==> config.mk <==
export PLATFORM = sky130hd
export DESIGN_NAME = prs_top
export DESIGN_NICKNAME = d
export VERILOG_FILES = /design/src/include/prs_pkg.sv /design/src/verilog/prs_sync.sv /design/src/verilog/prs_top.sv
export SDC_FILE = /design/constraint.sdc
export NUM_CORES = 1
export LEC_CHECK = 0
export ABC_AREA = 1
export BUFFER_PORTS_ARGS = -buffer_cell sky130_fd_sc_hd__buf_2
export CORE_ASPECT_RATIO = 0.8
export CORE_MARGIN = 2
export CORE_UTILIZATION = 42
export DETAILED_ROUTE_END_ITERATION = 8
export GPL_TIMING_DRIVEN = 0
export PLACE_DENSITY = 0.69
export SYNTH_ARGS = -nofsm -noshare
export SYNTH_HDL_FRONTEND = slang
export SYNTH_SLANG_ARGS = --single-unit
==> constraint.sdc <==
create_clock -name CORE_CLK -period 2.2 [get_ports CORE_CLK]
set_input_delay 0.11 -clock CORE_CLK [delete_from_list [all_inputs] [get_ports CORE_CLK]]
set_output_delay 0.11 -clock CORE_CLK [all_outputs]
set_load 0.01 [all_outputs]
==> src/include/prs_pkg.sv <==
package prs_pkg;

	// ----------------------------------------------------------------
	// Register port geometry and map
	// ----------------------------------------------------------------
	localparam int unsigned ADDR_W = 4;
	localparam int unsigned DATA_W = 32;
	localparam int unsigned CFG_W = 16;
	localparam logic [ADDR_W-1:0] OFF_STATUS = 4'h0;
	localparam logic [ADDR_W-1:0] OFF_CFG = 4'h4;
	localparam logic [ADDR_W-1:0] OFF_CTRL = 4'h8;

	// Status register fields
	localparam int unsigned STAT_RUN_BIT = 0;
	localparam int unsigned STAT_HARD_BIT = 1;
	localparam int unsigned STAT_SHORT_BIT = 2;
	localparam int unsigned STAT_CFGLD_BIT = 3;
	localparam int unsigned STAT_CFGI2C_BIT = 4;
	localparam int unsigned STAT_STRAP_LSB = 5;

	// Control register fields (write-only request bits)
	localparam int unsigned CTRL_SOFT_BIT = 0;
	localparam int unsigned CTRL_HARD_BIT = 1;

	// ----------------------------------------------------------------
	// Reset values and timing counts, in input-clock cycles
	// ----------------------------------------------------------------
	localparam logic [CFG_W-1:0] CFG_RST = 16'h0000;
	localparam int unsigned CNT_W = 10;
	localparam int unsigned POR_MIN_CYC = 16;
	localparam int unsigned HRST_DELAY_CYC = 521;
	localparam int unsigned HRST_HOLD_CYC = 64;
	localparam int unsigned SRST_HOLD_CYC = 16;

	// ----------------------------------------------------------------
	// Carriers
	// ----------------------------------------------------------------
	typedef struct packed {
		logic [1:0] boot_mode_select;
		logic watchdog_enable_strap;
		logic host_narrow_bus_strap;
		logic host_strobe_polarity_strap;
	} prs_strap_s;
	localparam int unsigned STRAP_W = 5;
	localparam logic [STRAP_W-1:0] STRAP_RST = 5'h00;

	typedef struct packed {
		logic wr;
		logic rd;
		logic [ADDR_W-1:0] addr;
		logic [DATA_W-1:0] wdata;
	} prs_bus_req_s;

	typedef enum logic [5:0] {
		ST_POR = 6'h01,
		ST_WAIT = 6'h02,
		ST_HREL = 6'h04,
		ST_RUN = 6'h08,
		ST_HARD = 6'h10,
		ST_SOFT = 6'h20
	} prs_state_e;

endpackage

==> src/verilog/prs_sync.sv <==
`timescale 1ns/1ps
`default_nettype none

module prs_sync #(
	parameter int unsigned W = 1,
	parameter logic [W-1:0] RST_VAL = '0
) (
	input wire logic clk,
	input wire logic rst,
	input wire logic [W-1:0] d,
	output logic [W-1:0] q
);

	// ----------------------------------------------------------------
	// Two-flop synchroniser, one chain per bit
	// ----------------------------------------------------------------
	logic [W-1:0] meta_r;

	genvar i;
	generate
		for (i = 0; i < W; i++) begin : g_bit
			// First stage feeds only the second stage
			always_ff @(posedge clk or posedge rst) begin
				if (rst) begin
					meta_r[i] <= RST_VAL[i];
					q[i] <= RST_VAL[i];
				end else begin
					meta_r[i] <= d[i];
					q[i] <= meta_r[i];
				end
			end
		end
	endgenerate

endmodule

`default_nettype wire

==> src/verilog/prs_top.sv <==
`timescale 1ns/1ps
`default_nettype none

// Notes on behaviour
// - Power-on reset input asserted starts reset flow
// - Straps sampled when power-on reset deasserts
// - Hard reset released 521 cycles after deassertion
// - Configuration written by host port or I2C
// - Hard and soft resets keep latched configuration
// - Power-on reset resets clocks, hard reset, core
module prs_top (
	input wire logic CORE_CLK,
	input wire logic RESET,
	input wire logic POWER_ON_RESET_IN_N,
	input wire prs_pkg::prs_strap_s STRAP_IN,
	input wire logic HARD_RESET_IO_N_I,
	output logic HARD_RESET_IO_N_O,
	output logic HARD_RESET_IO_N_OE_N,
	input wire logic INT_HARD_RESET_REQ,
	input wire logic SOFT_RESET_REQ,
	input wire logic I2C_CFG_VALID,
	input wire logic [prs_pkg::CFG_W-1:0] I2C_CFG_DATA,
	input wire prs_pkg::prs_bus_req_s BUS_REQ,
	output logic [prs_pkg::DATA_W-1:0] BUS_RDATA,
	output prs_pkg::prs_strap_s STRAP_OUT,
	output logic [prs_pkg::CFG_W-1:0] CFG_WORD,
	output logic CLOCK_GEN_RESET,
	output logic CORE_RESET
);
	import prs_pkg::*;

	// ----------------------------------------------------------------
	// Pin synchronisers
	// ----------------------------------------------------------------
	logic [STRAP_W+1:0] pins_s;
	logic por_n_s;
	prs_strap_s strap_s;
	logic hard_n_s;

	// Reset view: power-on reset asserted, hard pin released
	prs_sync #(
		.W(STRAP_W + 2),
		.RST_VAL({1'b0, STRAP_RST, 1'b1})
	) u_sync (
		.clk(CORE_CLK),
		.rst(RESET),
		.d({POWER_ON_RESET_IN_N, STRAP_IN, HARD_RESET_IO_N_I}),
		.q(pins_s)
	);
	assign por_n_s = pins_s[STRAP_W+1];
	assign strap_s = pins_s[STRAP_W:1];
	assign hard_n_s = pins_s[0];

	// ----------------------------------------------------------------
	// Register port decode
	// ----------------------------------------------------------------
	logic wr_cfg;
	logic wr_ctrl;
	logic ctrl_soft;
	logic ctrl_hard;
	logic por_flow;

	assign wr_cfg = BUS_REQ.wr && (BUS_REQ.addr == OFF_CFG);
	assign wr_ctrl = BUS_REQ.wr && (BUS_REQ.addr == OFF_CTRL);
	assign ctrl_soft = wr_ctrl && BUS_REQ.wdata[CTRL_SOFT_BIT];
	assign ctrl_hard = wr_ctrl && BUS_REQ.wdata[CTRL_HARD_BIT];

	// ----------------------------------------------------------------
	// Reset sequencer
	// ----------------------------------------------------------------
	prs_state_e state_r;
	prs_state_e state_nxt;
	logic [CNT_W-1:0] cnt_r;
	logic cnt_done;

	localparam logic [CNT_W-1:0] DELAY_LAST = CNT_W'(HRST_DELAY_CYC - 1);
	localparam logic [CNT_W-1:0] HOLD_LAST = CNT_W'(HRST_HOLD_CYC - 1);
	localparam logic [CNT_W-1:0] SOFT_LAST = CNT_W'(SRST_HOLD_CYC - 1);
	localparam logic [CNT_W-1:0] POR_MIN = CNT_W'(POR_MIN_CYC);

	assign por_flow = (state_r == ST_POR) || (state_r == ST_WAIT);

	// Next state; power-on reset overrides every other flow
	always_comb begin
		state_nxt = state_r;
		cnt_done = 1'b0;
		case (state_r)
			ST_POR: begin
				if (por_n_s)
					state_nxt = ST_WAIT;
			end
			ST_WAIT: begin
				cnt_done = (cnt_r == DELAY_LAST);
				if (cnt_done)
					state_nxt = ST_HREL;
			end
			ST_HREL: begin
				// Pin may be held low by the board; stay in reset until it floats up
				if (hard_n_s)
					state_nxt = ST_RUN;
			end
			ST_RUN: begin
				if (!hard_n_s || INT_HARD_RESET_REQ || ctrl_hard)
					state_nxt = ST_HARD;
				else if (SOFT_RESET_REQ || ctrl_soft)
					state_nxt = ST_SOFT;
			end
			ST_HARD: begin
				cnt_done = (cnt_r == HOLD_LAST);
				if (cnt_done)
					state_nxt = ST_HREL;
			end
			ST_SOFT: begin
				cnt_done = (cnt_r == SOFT_LAST);
				if (cnt_done)
					state_nxt = ST_RUN;
			end
			default: state_nxt = ST_POR;
		endcase
		if (!por_n_s)
			state_nxt = ST_POR;
	end

	// State register
	always_ff @(posedge CORE_CLK or posedge RESET) begin
		if (RESET)
			state_r <= ST_POR;
		else
			state_r <= state_nxt;
	end

	// Flow counter restarts on every state change
	always_ff @(posedge CORE_CLK or posedge RESET) begin
		if (RESET)
			cnt_r <= '0;
		else if (state_nxt != state_r)
			cnt_r <= '0;
		else if (state_r == ST_POR) begin
			if (cnt_r != POR_MIN)
				cnt_r <= cnt_r + 1'b1;
		end else if (!cnt_done)
			cnt_r <= cnt_r + 1'b1;
	end

	// ----------------------------------------------------------------
	// Reset outputs, registered from the next state
	// ----------------------------------------------------------------
	always_ff @(posedge CORE_CLK or posedge RESET) begin
		if (RESET) begin
			HARD_RESET_IO_N_O <= 1'b0;
			HARD_RESET_IO_N_OE_N <= 1'b0;
			CLOCK_GEN_RESET <= 1'b1;
			CORE_RESET <= 1'b1;
		end else begin
			HARD_RESET_IO_N_O <= 1'b0;
			// Open-drain: enable low means pulling the pin low
			HARD_RESET_IO_N_OE_N <= !(state_nxt == ST_POR || state_nxt == ST_WAIT
				|| state_nxt == ST_HARD);
			CLOCK_GEN_RESET <= (state_nxt == ST_POR);
			CORE_RESET <= (state_nxt != ST_RUN);
		end
	end

	// ----------------------------------------------------------------
	// Strap capture
	// ----------------------------------------------------------------
	prs_strap_s strap_r;
	logic short_por_r;

	// Caught only on the deassertion seen in the power-on state
	always_ff @(posedge CORE_CLK or posedge RESET) begin
		if (RESET)
			strap_r <= STRAP_RST;
		else if (state_r == ST_POR && por_n_s)
			strap_r <= strap_s;
	end

	// Too-short assertion by the board is flagged, not refused
	always_ff @(posedge CORE_CLK or posedge RESET) begin
		if (RESET)
			short_por_r <= 1'b0;
		else if (state_r == ST_POR && por_n_s)
			short_por_r <= (cnt_r < POR_MIN - 1'b1); // First low cycle is not counted
	end

	assign STRAP_OUT = strap_r;

	// ----------------------------------------------------------------
	// Reset configuration word
	// ----------------------------------------------------------------
	logic [CFG_W-1:0] cfg_r;
	logic cfg_loaded_r;
	logic cfg_i2c_r;
	logic cfg_take;

	// Writes outside the power-on flow are dropped, so other resets keep it
	assign cfg_take = por_flow && (wr_cfg || I2C_CFG_VALID);

	// Host port wins when both paths write in one cycle
	always_ff @(posedge CORE_CLK or posedge RESET) begin
		if (RESET) begin
			cfg_r <= CFG_RST;
			cfg_i2c_r <= 1'b0;
		end else if (cfg_take) begin
			cfg_r <= wr_cfg ? BUS_REQ.wdata[CFG_W-1:0] : I2C_CFG_DATA;
			cfg_i2c_r <= !wr_cfg;
		end
	end

	// Loaded flag; a load beats the clear at power-on entry
	always_ff @(posedge CORE_CLK or posedge RESET) begin
		if (RESET)
			cfg_loaded_r <= 1'b0;
		else if (cfg_take)
			cfg_loaded_r <= 1'b1;
		else if (state_nxt == ST_POR && state_r != ST_POR)
			cfg_loaded_r <= 1'b0;
	end

	assign CFG_WORD = cfg_r;

	// ----------------------------------------------------------------
	// Read data, valid the cycle after the read strobe
	// ----------------------------------------------------------------
	logic [DATA_W-1:0] status_w;

	always_comb begin
		status_w = '0;
		status_w[STAT_RUN_BIT] = (state_r == ST_RUN);
		status_w[STAT_HARD_BIT] = !HARD_RESET_IO_N_OE_N;
		status_w[STAT_SHORT_BIT] = short_por_r;
		status_w[STAT_CFGLD_BIT] = cfg_loaded_r;
		status_w[STAT_CFGI2C_BIT] = cfg_i2c_r;
		status_w[STAT_STRAP_LSB +: STRAP_W] = strap_r;
	end

	// Unmapped and write-only offsets read as zero
	always_ff @(posedge CORE_CLK or posedge RESET) begin
		if (RESET)
			BUS_RDATA <= '0;
		else if (!BUS_REQ.rd)
			BUS_RDATA <= '0;
		else if (BUS_REQ.addr == OFF_STATUS)
			BUS_RDATA <= status_w;
		else if (BUS_REQ.addr == OFF_CFG)
			BUS_RDATA <= {{(DATA_W - CFG_W){1'b0}}, cfg_r};
		else
			BUS_RDATA <= '0;
	end

	// ----------------------------------------------------------------
	// Checks
	// ----------------------------------------------------------------
	logic [CNT_W-1:0] por_age_r;
	localparam logic [CNT_W-1:0] DELAY_FULL = CNT_W'(HRST_DELAY_CYC);

	// Cycles since the synchronised deassertion, checker use only
	always_ff @(posedge CORE_CLK or posedge RESET) begin
		if (RESET)
			por_age_r <= '0;
		else if (state_r == ST_POR && por_n_s)
			por_age_r <= '0;
		else if (por_age_r != '1)
			por_age_r <= por_age_r + 1'b1;
	end
endmodule

`default_nettype wire

# Word-level counts from Yosys, hierarchy flattened
# Index checks and enable logic that the tools add are counted.
op_classes:
  n_lt_le_gt_ge: 1
  n_eq_ne: 20
  addsub: 1
  n_mux: 19
  reduce_logical: 21
op_table:
  columns: ["cell", "count"]
  rows:
  - ["16-bit 2-to-1 mux", 4]
  - ["6-bit 2-to-1 mux", 7]
  - ["10-bit 2-to-1 mux", 4]
  - ["6-bit case mux with 6 select lines", 1]
  - ["6-bit by 1-bit equality test with 1-bit output, second input constant", 2]
  - ["6-bit by 2-bit equality test with 1-bit output, second input constant", 2]
  - ["6-bit by 5-bit equality test with 1-bit output, second input constant", 2]
  - ["10-bit by 1-bit adder with 10-bit output, second input constant", 1]
  - ["10-bit equality test, second input constant", 1]
  - ["10-bit by 4-bit equality test with 1-bit output, second input constant", 1]
  - ["10-bit by 6-bit equality test with 1-bit output, second input constant", 1]
  - ["10-bit by 4-bit less-than comparator with 1-bit output, second input constant", 1]
  - ["10-bit by 5-bit != test with 1-bit output, second input constant", 1]
  - ["1-bit logical AND", 7]
  - ["1-bit logical OR", 7]
  - ["6-bit by 3-bit equality test with 1-bit output, second input constant", 1]
  - ["6-bit by 4-bit equality test with 1-bit output, second input constant", 1]
  - ["6-bit equality test, second input constant", 1]
  - ["6-bit by 1-bit != test with 1-bit output, second input constant", 1]
  - ["6-bit by 4-bit != test with 1-bit output, second input constant", 1]
  - ["6-bit != test", 1]
  - ["4-bit by 3-bit equality test with 1-bit output, second input constant", 1]
  - ["4-bit equality test, second input constant", 1]
  - ["1-bit logical NOT", 4]
  - ["7 further kinds", 8]
totals:
  ff_bits: 89
  wordCells: 90

# Logic depth before layout (Yosys ltp)
# Gate-level depths: netlist of run 1.
logic_depth:
  ltp_word: 12
  mapped_depth: 15
  depth_no_buf: 15

# By module
# From an unflattened synthesis of run 1, not the netlist that was laid out.
unflattened:
  cells_unflattened: 400
  area_unflattened_um2: 3534.6
by_module_without_submodules:
  columns: ["module", "cells_each", "instances", "seq_area_each_um2", "area_each_um2"]
  rows:
  - ["prs_top", 385, 1, 1480.2, 3178.0]
  - ["prs_sync", 15, 1, 352.8, 356.6]

# Least setup slack after synthesis of run 1
# Ideal clock, no wire load.
synth_timing:
  path_type: "reg-to-reg"
  from: "register cnt_r[0]"
  to: "register cnt_r[0]"
  stages_incl_launch_ff: 16
  synth_period_minus_slack_ps: 1647
  path_slack_ps: 553
  arrival_time_ps: 1577
  setup_ps: 70
  cell_sequence: "dfrtp_1 ha_1 inv_1 nor2_4 nand2_2 nor2_2 nand2_1 nand3_2 nand2_1 nand2_1 nand2_1 clkinv_1 nand3_2 nor2_4 nand2_4 nor2_2"
synth_between:
  elab_chain_cells: 7
synth_rtl:
  columns: ["element", "line", "source"]
  rows:
  - ["start: declaration", "prs_top.sv:73", "logic [CNT_W-1:0] cnt_r;"]
  - ["start signal: assignment", "prs_top.sv:140", "cnt_r <= cnt_r + 1'b1;"]
  - ["start signal: assignment", "prs_top.sv:142", "cnt_r <= cnt_r + 1'b1;"]
  - ["10-bit by 4-bit equality test with 1-bit output, or another cell as far along", "prs_top.sv:114", "cnt_done = (cnt_r == SOFT_LAST);"]
  - ["6-bit 2-to-1 mux (on tied branches)", "prs_top.sv:115, prs_top.sv:94, prs_top.sv:110", null]
  - ["6-bit case mux with 6 select lines", "prs_top.sv:87", "case (state_r)"]
  - ["6-bit 2-to-1 mux", "prs_top.sv:120", "if (!por_n_s)"]
  - ["6-bit != test", "prs_top.sv:136", "else if (state_nxt != state_r)"]
  - ["3-bit by 2-bit != test with 1-bit output (no source line) / 3-bit by 1-bit != test with 1-bit output (equally long branches)", null, null]
  - ["2-bit AND reduction (no source line)", null, null]
# Several ways; a longest one is shown, not always the timed one. The select of a mux whose other input is x is not followed.
# A chain may end at the register's enable or synchronous reset.

# Worst setup path in the final report of run 1
layout_timing:
  from: "register cnt_r[0]"
  to: "register cnt_r[4]"
# Same word-level chain as after synthesis.

==> results of run 1 <==
state kept, by name (all words and copies together), names as in the netlist:
register	flops
BUS_RDATA	16
CFG_WORD	16
CLOCK_GEN_RESET	1
CORE_RESET	1
HARD_RESET_IO_N_OE_N	1
STRAP_OUT	5
cfg_i2c_r	1
cfg_loaded_r	1
cnt_r	10
short_por_r	1
state_r	6
u_sync.meta_r	7
u_sync.q	7
cell families after synthesis:
logic type,count (synthesis)
buffers and inverters,77
adders and majority gates,2
other,1
and+or+nand+nor,186
DFF,73
AOI/OAI and AO/OA,39
xor gates and xnor gates,9
muxes,2
cell type report:
class,count,area [µm²]
clock inverter,6,45.0
tap,108,135
timing repair buffer,97,531
inverter,49,188
sequential,73,1830
buffer,28,196
fill,745,3600
clock buffer,9,124
multi-input combinational,255,1400
cells in the final DEF, fill, tap and decap left out, types with 6 or more instances in the layout:
master and instances:
buf_2 89, dfrtp_1 68, nand2_1 67, inv_1 42, nand3_1 39, nor2_1 32
nor2_2 26, buf_4 18, conb_1 17, o21ai_0 10, a31oi_2 10, clkbuf_8 9
dlygate4sd3_1 9, xor2_1 8, nand4_1 7, a21oi_1 6
per-stage QoR:
step	utilization, %	cell area [µm²]
3_5_place_dp	52.0	4190
2_1_floorplan	-	3610
5_1_grt	55.3	4450
6_report	55.3	4450
4_1_cts	55.3	4450
3_3_place_gp	52.0	4190
what timing repair did:
action | in CTS | in global routing
resized for setup | 0 | 0
hold buffers | 9 | 0
endpoints found under the hold margin | 76 | 0
setup buffers | 0 | 0
layer usage:
metal / up-vias / share of wire [%] / global-route usage [%] / routed length, µm
met4: 0 / 1.8 / 8.26 / 152
met3: 15 / 5.1 / 3.46 / 418
met5: - / 0 / 0 / 0
met2: 105 / 47 / 29.8 / 3880
li1: 1465 / - / - / -
met1: 1417 / 46 / 26.6 / 3820
how the worst max path moves through the flow:
stage / from / end / slack [ns] / cells after the start
after CTS: cnt_r[0] / cnt_r[4] / 0.26 / 14
after detailed placement: cnt_r[0] / cnt_r[1] / 0.29 / 14
final: cnt_r[0] / cnt_r[4] / 0.25 / 14
after global placement: RESET / BUS_RDATA[11] / -0.59 / 2
after floorplan: RESET / BUS_RDATA[0] / 0.25 / 1
after global routing: cnt_r[4] / cnt_r[1] / 0.04 / 13
worst max-delay path: stages (launching register included):
cell and delay [ns]:
dfrtp_1 0.41, inv_1 0.12, ha_1 0.18, nand4_1 0.10, nor2_1 0.19, nand2_1 0.13, nand3_2 0.10, nand2_1 0.07
nand2_1 0.06, nand2_1 0.05, clkinv_1 0.05, nand3_2 0.07, nor2_4 0.12, nand2_4 0.14, nor2_2 0.11
where the power goes:
group	switching [mW]	total (mW)	internal [mW]	leakage, nW
Combinational	0.448	0.769	0.321	1.32
Clock	0.521	0.926	0.406	0.0777
Sequential	0.122	1.63	1.51	0.902
==> qor.yml, run 1 <==
floorplan:
  core_um2: 8060
  io-pin-count: 123
  die_h_um: 86.3
  die-area_um2: 9220
  dieWidth_um: 107
  start_util_pct: 44.1
  num_rows: 29
yosys:
  synth_common_cells: "dfrtp_1, nand2_1, inv_1, nand3_1, nor2_1"
  ys_seq_area_share_pct: 51.6
  syn_area_um2: 3550
  synth_area_leaders: "dfrtp_1, nand2_1, nand3_1, nor2_2, inv_1"
  synth_mux_area_share_pct: 0.634
  ys.flop_type: "dfrtp_1"
  synth-edff-count: 0
  synthSimpleGateAreaFrac_pct: 25.7
  syn_inst: 389
  synth_top_family_by_area: "simple AND/OR/NAND/NOR gates"
  synth_compound_area_share_pct: 8.35
  async_flop_share_pct: 100
  synth-adder-area-share_pct: 0.704
  synthDistinctLibCells: 36
  yosys_warnings: 0
  yosysMostFrequentCell: "dfrtp_1"
  ys_ff_latch: 73
  synth-xor-area-share_pct: 2.22
  synth_top_cell_area_share_pct: 47.9
  synth_area_leader_cell: "dfrtp_1"
  syn_area_per_cell_um2: 9.13
worst_setup_path:
  reg2reg_from: "cnt_r[0]"
  arrival_ns: 2.23
  regToRegSetupSlack_ns: 0.25
  ff2ff_path_depth: 14
  crit_type: "reg -> reg"
  crit_fanout: 10
  cp.required_ns: 2.48
  timing.rr.end: "cnt_r[4]"
  cp-start-kind: "flip-flop"
  endpoint_kind: "flip-flop"
global_routing:
  grt_pass1_wl_mm: 13.7
  grt_max_degree: 74
  antenna_found_initial: 0
  grt_pass1_vias: 2877
  grt_overflow: 0
  track_usage_pct: 19.2
clocking:
  cts.sinks: 73
  root_buffer: "clkbuf_8"
  cts_buffers: 9
  clockBufferDepth: 2
  clk_pin_slew_worst_paths_ns: 0.08
  clkLatencyLatePin_ns: 0.35
  cts_tree: "done"
  h-tree-depth: 3
sta:
  layout_setup_ws_ns: 0.252
  fmax_mhz: 513
  hold_violations: 0
  worst_pin_slew_ns: 0.881
  fin_hold_ws_ns: 0.0257
  rsz0062_at_grt: "false"
  slew_violations: 0
  period_share_pct: 88.5
  fin_crit_ns: 1.95
  fin_worst_skew_ns: 0.00783
  setup_viol: 0
  relSlewSlack_pct: 41.3
  setup_tns_ns: 0
power:
  finalPower_mw: 3.33
  power.leakage_nw: 2.29
  power.density_nw_per_um2: 747
  ir_worst_vdd_v: 0.000452
finish:
  area_growth_pct: 25.2
  final_cells: 625
  drive_gt1_share_pct: 35.8
  diodes: 0
  nets: 581
drt:
  drt_wl_total_mm: 8.27
  vias_per_cell: 4.80
  num_vias: 3002
  drt-initial-drc-count: 128
  wl_per_cell_um: 13.2
  drtAntennaViolNets: 0
  drc: 0
  dr.pass1.iters: 4
place:
  dp_hpwl_mm: 6.16
  gp_congestion: 0.867
  numPortBuffers: 88
  place.detailed.instances: 601
  place_ws_ns: 0.292
run:
  drv_cap: 0
hold_path:
  hold_end: "CFG_WORD[15]"
  hold_depth: 3
  hold_path_class: "in -> reg"
  hold_start: "BUS_REQ[15]"
outcome:
  outcome: "finished clean"
(Power assumes the default switching activity.)
==> run 2: changes to the inputs <==
Settings changed: ABC_AREA 1 to default, PLACE_DENSITY 0.69 to default, PLACE_DENSITY_LB_ADDON from default to 0.08.
==> run 2 against run 1 <==
The flow now finishes with violations (setup timing). Cell area grew 11%. Highest routed layer unchanged. Register-to-register slack worse by 0.55 ns. Critical path depth is 8 lower. Largest cell class unchanged. Global-route usage rose by 3.5 points. Flip-flop and latch count unchanged. Cell count is 0.64% lower. Sequential share of layout area shrank 3.9 points.
==> qor.yml, run 2 <==
worst_setup_path:
  cp.required_ns: 2.46
  worst-path-buf-inv: 0
  crit_top_cell: "or4_4"
  ff2ff_path_depth: 6
  endpoint_kind: "flip-flop"
  cp-start-kind: "flip-flop"
  path_cells: "or4_4, or4_4, nand2_4, a41oi_4, mux2_4, nor4_4"
  regToRegSetupSlack_ns: -0.30
  crit_fanout: 5
  cpPeakStageDelay_ns: 0.56
  reg2reg_from: "cnt_r[7]"
  cp.depth: 6
  arrival_ns: 2.76
  crit_type: "reg -> reg"
  cp_top_family: "simple AND/OR/NAND/NOR gates"
  timing.rr.end: "cnt_r[7]"
  cp_slowest_cell: "or4_4"
  endpoint: "cnt_r[7]"
  startpoint: "cnt_r[7]"
outcome:
  violations: "setup timing"
  outcome: "complete, but fails checks"
floorplan:
  start_util_pct: 43.0
  core_um2: 7910
  die_h_um: 84.5
  num_rows: 29
  dieWidth_um: 105
  io-pin-count: 123
  die-area_um2: 8840
sta:
  layout_setup_ws_ns: -0.295
  worst_pin_slew_ns: 0.941
  slew_violations: 0
  fmax_mhz: 401
  rsz0062_at_grt: "true"
  setup_viol: 10
  hold_violations: 0
  relSlewSlack_pct: 36.4
  period_share_pct: 113
  fin_crit_ns: 2.50
  fin_worst_skew_ns: 0.0132
global_routing:
  antenna_found_initial: 0
  top_usage_layer: "met2"
  track_usage_pct: 22.7
  grt_util_met3_pct: 7.07
  grt_overflow: 0
  grt_use_met1_pct: 30.4
  grt_pass1_vias: 3108
  met2_usage_pct: 36.1
  grt_max_degree: 74
  grt_pass1_wl_mm: 15.5
finish:
  regArea_um2: 1840
  multi_input_area_um2: 1640
  drive_gt1_share_pct: 36.1
  nets: 577
  mostFrequentLayoutCells: "buf_2, dfrtp_1, nand2_1"
  final_common_cell: "buf_2"
  n_fill_cell: 671
  diodes: 0
  finish.utilization_pct: 62.3
  area_growth_pct: 44.9
yosys:
  synth-edff-count: 0
  synth_top_cell_area_share_pct: 50.0
  syn_area_um2: 3400
  syn_area_per_cell_um2: 9.92
  yosys_warnings: 0
  yosysMostFrequentCell: "dfrtp_1"
  synth_area_leaders: "dfrtp_1, nand2_1, nor2_1, dfstp_2, buf_4"
  async_flop_share_pct: 100
  synth_area_leader_cell: "dfrtp_1"
  ys_ff_latch: 73
  syn_inst: 343
  ys.flop_type: "dfrtp_1"
  synthDistinctLibCells: 50
  ys_seq_area_share_pct: 53.9
  synth_common_cells: "dfrtp_1, nand2_1, nor2_1, a31oi_1, buf_4"
clocking:
  clkLatencyLatePin_ns: 0.36
  clk_pin_slew_worst_paths_ns: 0.08
  root_buffer: "clkbuf_8"
  clockBufferDepth: 2
  cts_tree: "done"
  h-tree-depth: 3
  cts.sinks: 73
  cts_buffers: 9
power:
  power.density_nw_per_um2: 899
  power.leakage_nw: 2.36
  ir_worst_vdd_v: 0.000560
drt:
  vias_per_cell: 5.11
  drt_wl_total_mm: 9.70
  num_vias: 3172
  drc: 0
  drt-initial-drc-count: 116
  drtAntennaViolNets: 0
  wl_per_cell_um: 15.6
  dr.pass1.iters: 4
place:
  gp_congestion: 0.895
  numPortBuffers: 89
  place_ws_ns: -0.739
  dp_hpwl_mm: 6.19
hold_path:
  hold_path_class: "in -> reg"
run:
  drv_cap: 0
run 2: cell type report:
class,count,share of cell area [%]
clock inverter,3,0.863
buffer,27,3.83
tap,108,2.74
timing repair buffer,141,18.8
multi-input combinational,252,33.3
clock buffer,12,2.74
sequential,73,37.2
inverter,5,0.432
run 2: kinds of logic (layout without fill, tap and decap cells):
kind of cell	after synthesis	in the layout	share of synthesized area, %
other	1	17	0.110
multiplexers	10	11	3.09
AO/OA/AOI/OAI	48	48	9.86
XOR/XNOR	9	9	2.32
buffers and inverters	35	188	5.85
AND/OR/NAND/NOR	165	165	24.2
adder cells (fa/ha/maj)	2	2	0.735
flip-flops	73	73	53.9
run 2: routing by layer:
metal  vias to the layer above  share of wire [%]  wire length [µm]
met5                         -                  0                 0
met4                         0               0.85                82
met3                        10                6.6               636
met2                       107                 47              4520
met1                      1541                 46              4460
li1                       1514                  -                 -
run 2: through the flow:
| step | total power [mW] | std cells | instance area [µm²] | TNS, ns | hold slack [ns] |
|---|---|---|---|---|---|
| after global routing | 4.71 | 621 | 4930 | -2.99 | 0.00394 |
| after floorplan | 2.70 | 359 | 3480 | -1.12 | 0.114 |
| after global placement | 3.20 | 556 | 4070 | -54.05 | 0.217 |
| after CTS | 4.38 | 611 | 4760 | -2.35 | 0.00167 |
| after detailed placement | 3.22 | 556 | 4070 | -11.81 | 0.218 |
| final | 4.43 | 621 | 4930 | -1.86 | 0.0182 |
run 2: repair_timing:
| action | 4_1_cts | 5_1_grt |
|---|---|---|
| gates resized for setup | 20 | 27 |
| endpoints found under the setup margin | 28 | 29 |
| hold buffers | 32 | 0 |
| hold endpoints to repair | 89 | 0 |
| buffers inserted | 9 | 11 |
| pin swaps | 3 | 17 |
| gates cloned | 1 | 0 |
run 2: where the power goes:
part           switching [mW]  internal [mW]
Clock                   0.482          0.517
Sequential              0.253           1.64
Combinational           0.858          0.680
run 2: tightest hold or removal path, stage by stage:
cell	delay, ns
buf_2	0.10
nand2_1	0.05
a31oi_1	0.08
run 2: worst min path at each step:
stage / to / slack [ns] / cells past startpoint / startpoint
2_1_floorplan: u_sync.meta_r[0] / 0.11 / 0 / HARD_RESET_IO_N_I
3_5_place_dp: u_sync.meta_r[0] / 0.22 / 1 / HARD_RESET_IO_N_I
5_1_grt: CFG_WORD[4] / 0.004 / 3 / I2C_CFG_DATA[4]
4_1_cts: CFG_WORD[6] / 0.002 / 3 / I2C_CFG_DATA[6]
3_3_place_gp: u_sync.meta_r[2] / 0.22 / 1 / STRAP_IN[1]
6_report: CFG_WORD[8] / 0.02 / 3 / I2C_CFG_DATA[8]
==> run 3: changes to the inputs <==
Settings changed: BUFFER_PORTS_ARGS -buffer_cell sky130_fd_sc_hd__buf_2 to default, DONT_BUFFER_PORTS from default to 1, MAX_ROUTING_LAYER from default to met4.
==> run 3 against run 2 <==
The run still ends with setup timing left. Critical path depth unchanged. Sequential power up 8%. Clock skew hardly changed. Global-route usage hardly changed. Power down 5.0%. Register-to-register slack lost 0.02 ns. Flip-flop and latch count unchanged. Die area unchanged. First-iteration DRC count rose by 49%. Critical endpoint is now cnt_r[0]. Largest power group unchanged.
==> qor.yml, run 3 (synthesis gave the netlist of run 2 again) <==
drt:
  drt-initial-drc-count: 173
  drtAntennaViolNets: 0
  dr.pass1.iters: 4
  drt_wl_total_mm: 9.34
  num_vias: 2896
  drc: 0
  vias_per_cell: 5.36
  wl_per_cell_um: 17.3
hold_path:
  hold_path_class: "in -> reg"
worst_setup_path:
  arrival_ns: 2.78
  crit_type: "reg -> reg"
  crit_top_cell: "or4_4"
  endpoint_kind: "flip-flop"
  cp-start-kind: "flip-flop"
  crit_fanout: 5
  cp_top_family: "simple AND/OR/NAND/NOR gates"
  cp_slowest_cell: "or4_4"
  worst-path-buf-inv: 0
  path_cells: "or4_4, or4_4, nand2_4, a41oi_4, mux2_4, nor4_4"
  cpPeakStageDelay_ns: 0.56
  cp.required_ns: 2.46
place:
  place.detailed.instances: 468
  dp_hpwl_mm: 6.18
  place_area_um2: 3650
  place_ws_ns: -0.686
  gp_congestion: 0.871
  numPortBuffers: 0
global_routing:
  grt_overflow: 0
  track_usage_pct: 22.7
  grt_pass1_vias: 2755
  antenna_found_initial: 0
  grt_pass1_wl_mm: 15.0
  grt_max_degree: 59
sta:
  setup_viol: 10
  fin_hold_ws_ns: 0.0672
  layout_setup_ws_ns: -0.320
  relSlewSlack_pct: 35.0
  rsz0062_at_grt: "true"
  slew_violations: 0
  fin_worst_skew_ns: 0.0130
  fin_crit_ns: 2.52
  period_share_pct: 115
  fmax_mhz: 397
  setup_tns_ns: -2.44
  hold_violations: 0
  worst_pin_slew_ns: 0.962
finish:
  area_growth_pct: 36.0
  fin_area_um2: 4630
  final_common_cell: "dfrtp_1"
  mostFrequentLayoutCells: "dfrtp_1, nand2_1, dlygate4sd3_1"
  diodes: 0
  drive_gt1_share_pct: 23.1
  nets: 495
  finish.utilization_pct: 58.5
  final_cells: 540
floorplan:
  start_util_pct: 43.0
  io-pin-count: 123
  die-area_um2: 8840
  die_h_um: 84.5
  num_rows: 29
  core_um2: 7910
  dieWidth_um: 105
power:
  finalPower_mw: 4.21
  ir_worst_vdd_v: 0.000493
  power.density_nw_per_um2: 909
  power.leakage_nw: 2.03
clocking:
  clk_pin_slew_worst_paths_ns: 0.08
  root_buffer: "clkbuf_8"
  cts_tree: "done"
  clkLatencyLatePin_ns: 0.36
  cts.sinks: 73
  h-tree-depth: 3
  clockBufferDepth: 2
  cts_buffers: 9
run:
  drv_cap: 0
outcome:
  violations: "setup timing"
  outcome: "complete, but fails checks"
[run 3: cell count changes in the layout (fill, tap and decap cells not counted), sizes merged]
cell	previous run	this run
clkbuf	20	16
clkinv	2	4
inv	4	5
dlygate4sd3	32	41
clkinvlp	1	2
nand3	7	8
bufinv	1	0
buf	128	38
[run 3: power by group]
group | internal, mW | leakage [nW] | switching, mW
clock network | 0.410 | 0.0827 | 0.509
registers | 1.64 | 0.900 | 0.405
logic | 0.546 | 1.04 | 0.700
[run 3: final cells by class]
type	count	area (µm²)
fill	710	3280
sequential	73	1840
multi-input combinational	253	1690
timing repair buffer	58	583
buffer	27	195
tap	108	135
clock buffer	10	128
clock inverter	6	42.5
inverter	5	21.3
[run 3: worst paths after layout]
check	from	to	slack [ns]	depth (start not counted)
worst max-delay path	cnt_r[6]	cnt_r[0]	-0.32	6
worst min-delay path	BUS_REQ[35]	BUS_RDATA[15]	0.07	2
worst max register to register	cnt_r[6]	cnt_r[0]	-0.32	6
worst min register to register	u_sync.meta_r[2]	u_sync.q[2]	0.35	0
max in group asynchronous	RESET	state_r[0]	1.46	3
min in group asynchronous	RESET	state_r[5]	0.16	2
[run 3: layer usage]
| layer | share of wire, % | wire (µm) | global-route usage (%) |
|---|---|---|---|
| met5 | 0 | 0 | - |
| met3 | 7.5 | 698 | 7.38 |
| met2 | 46 | 4330 | 33.3 |
| met1 | 45 | 4190 | 30.5 |
| met4 | 1.3 | 117 | 6.42 |
[run 3: what timing repair did]
action | CTS | global route
gates cloned | 2 | 0
endpoints found under the hold margin | 96 | 0
endpoints found under the setup margin | 28 | 30
buffers inserted | 8 | 8
pin swaps | 5 | 14
hold buffers | 41 | 0
gates resized for setup | 25 | 33
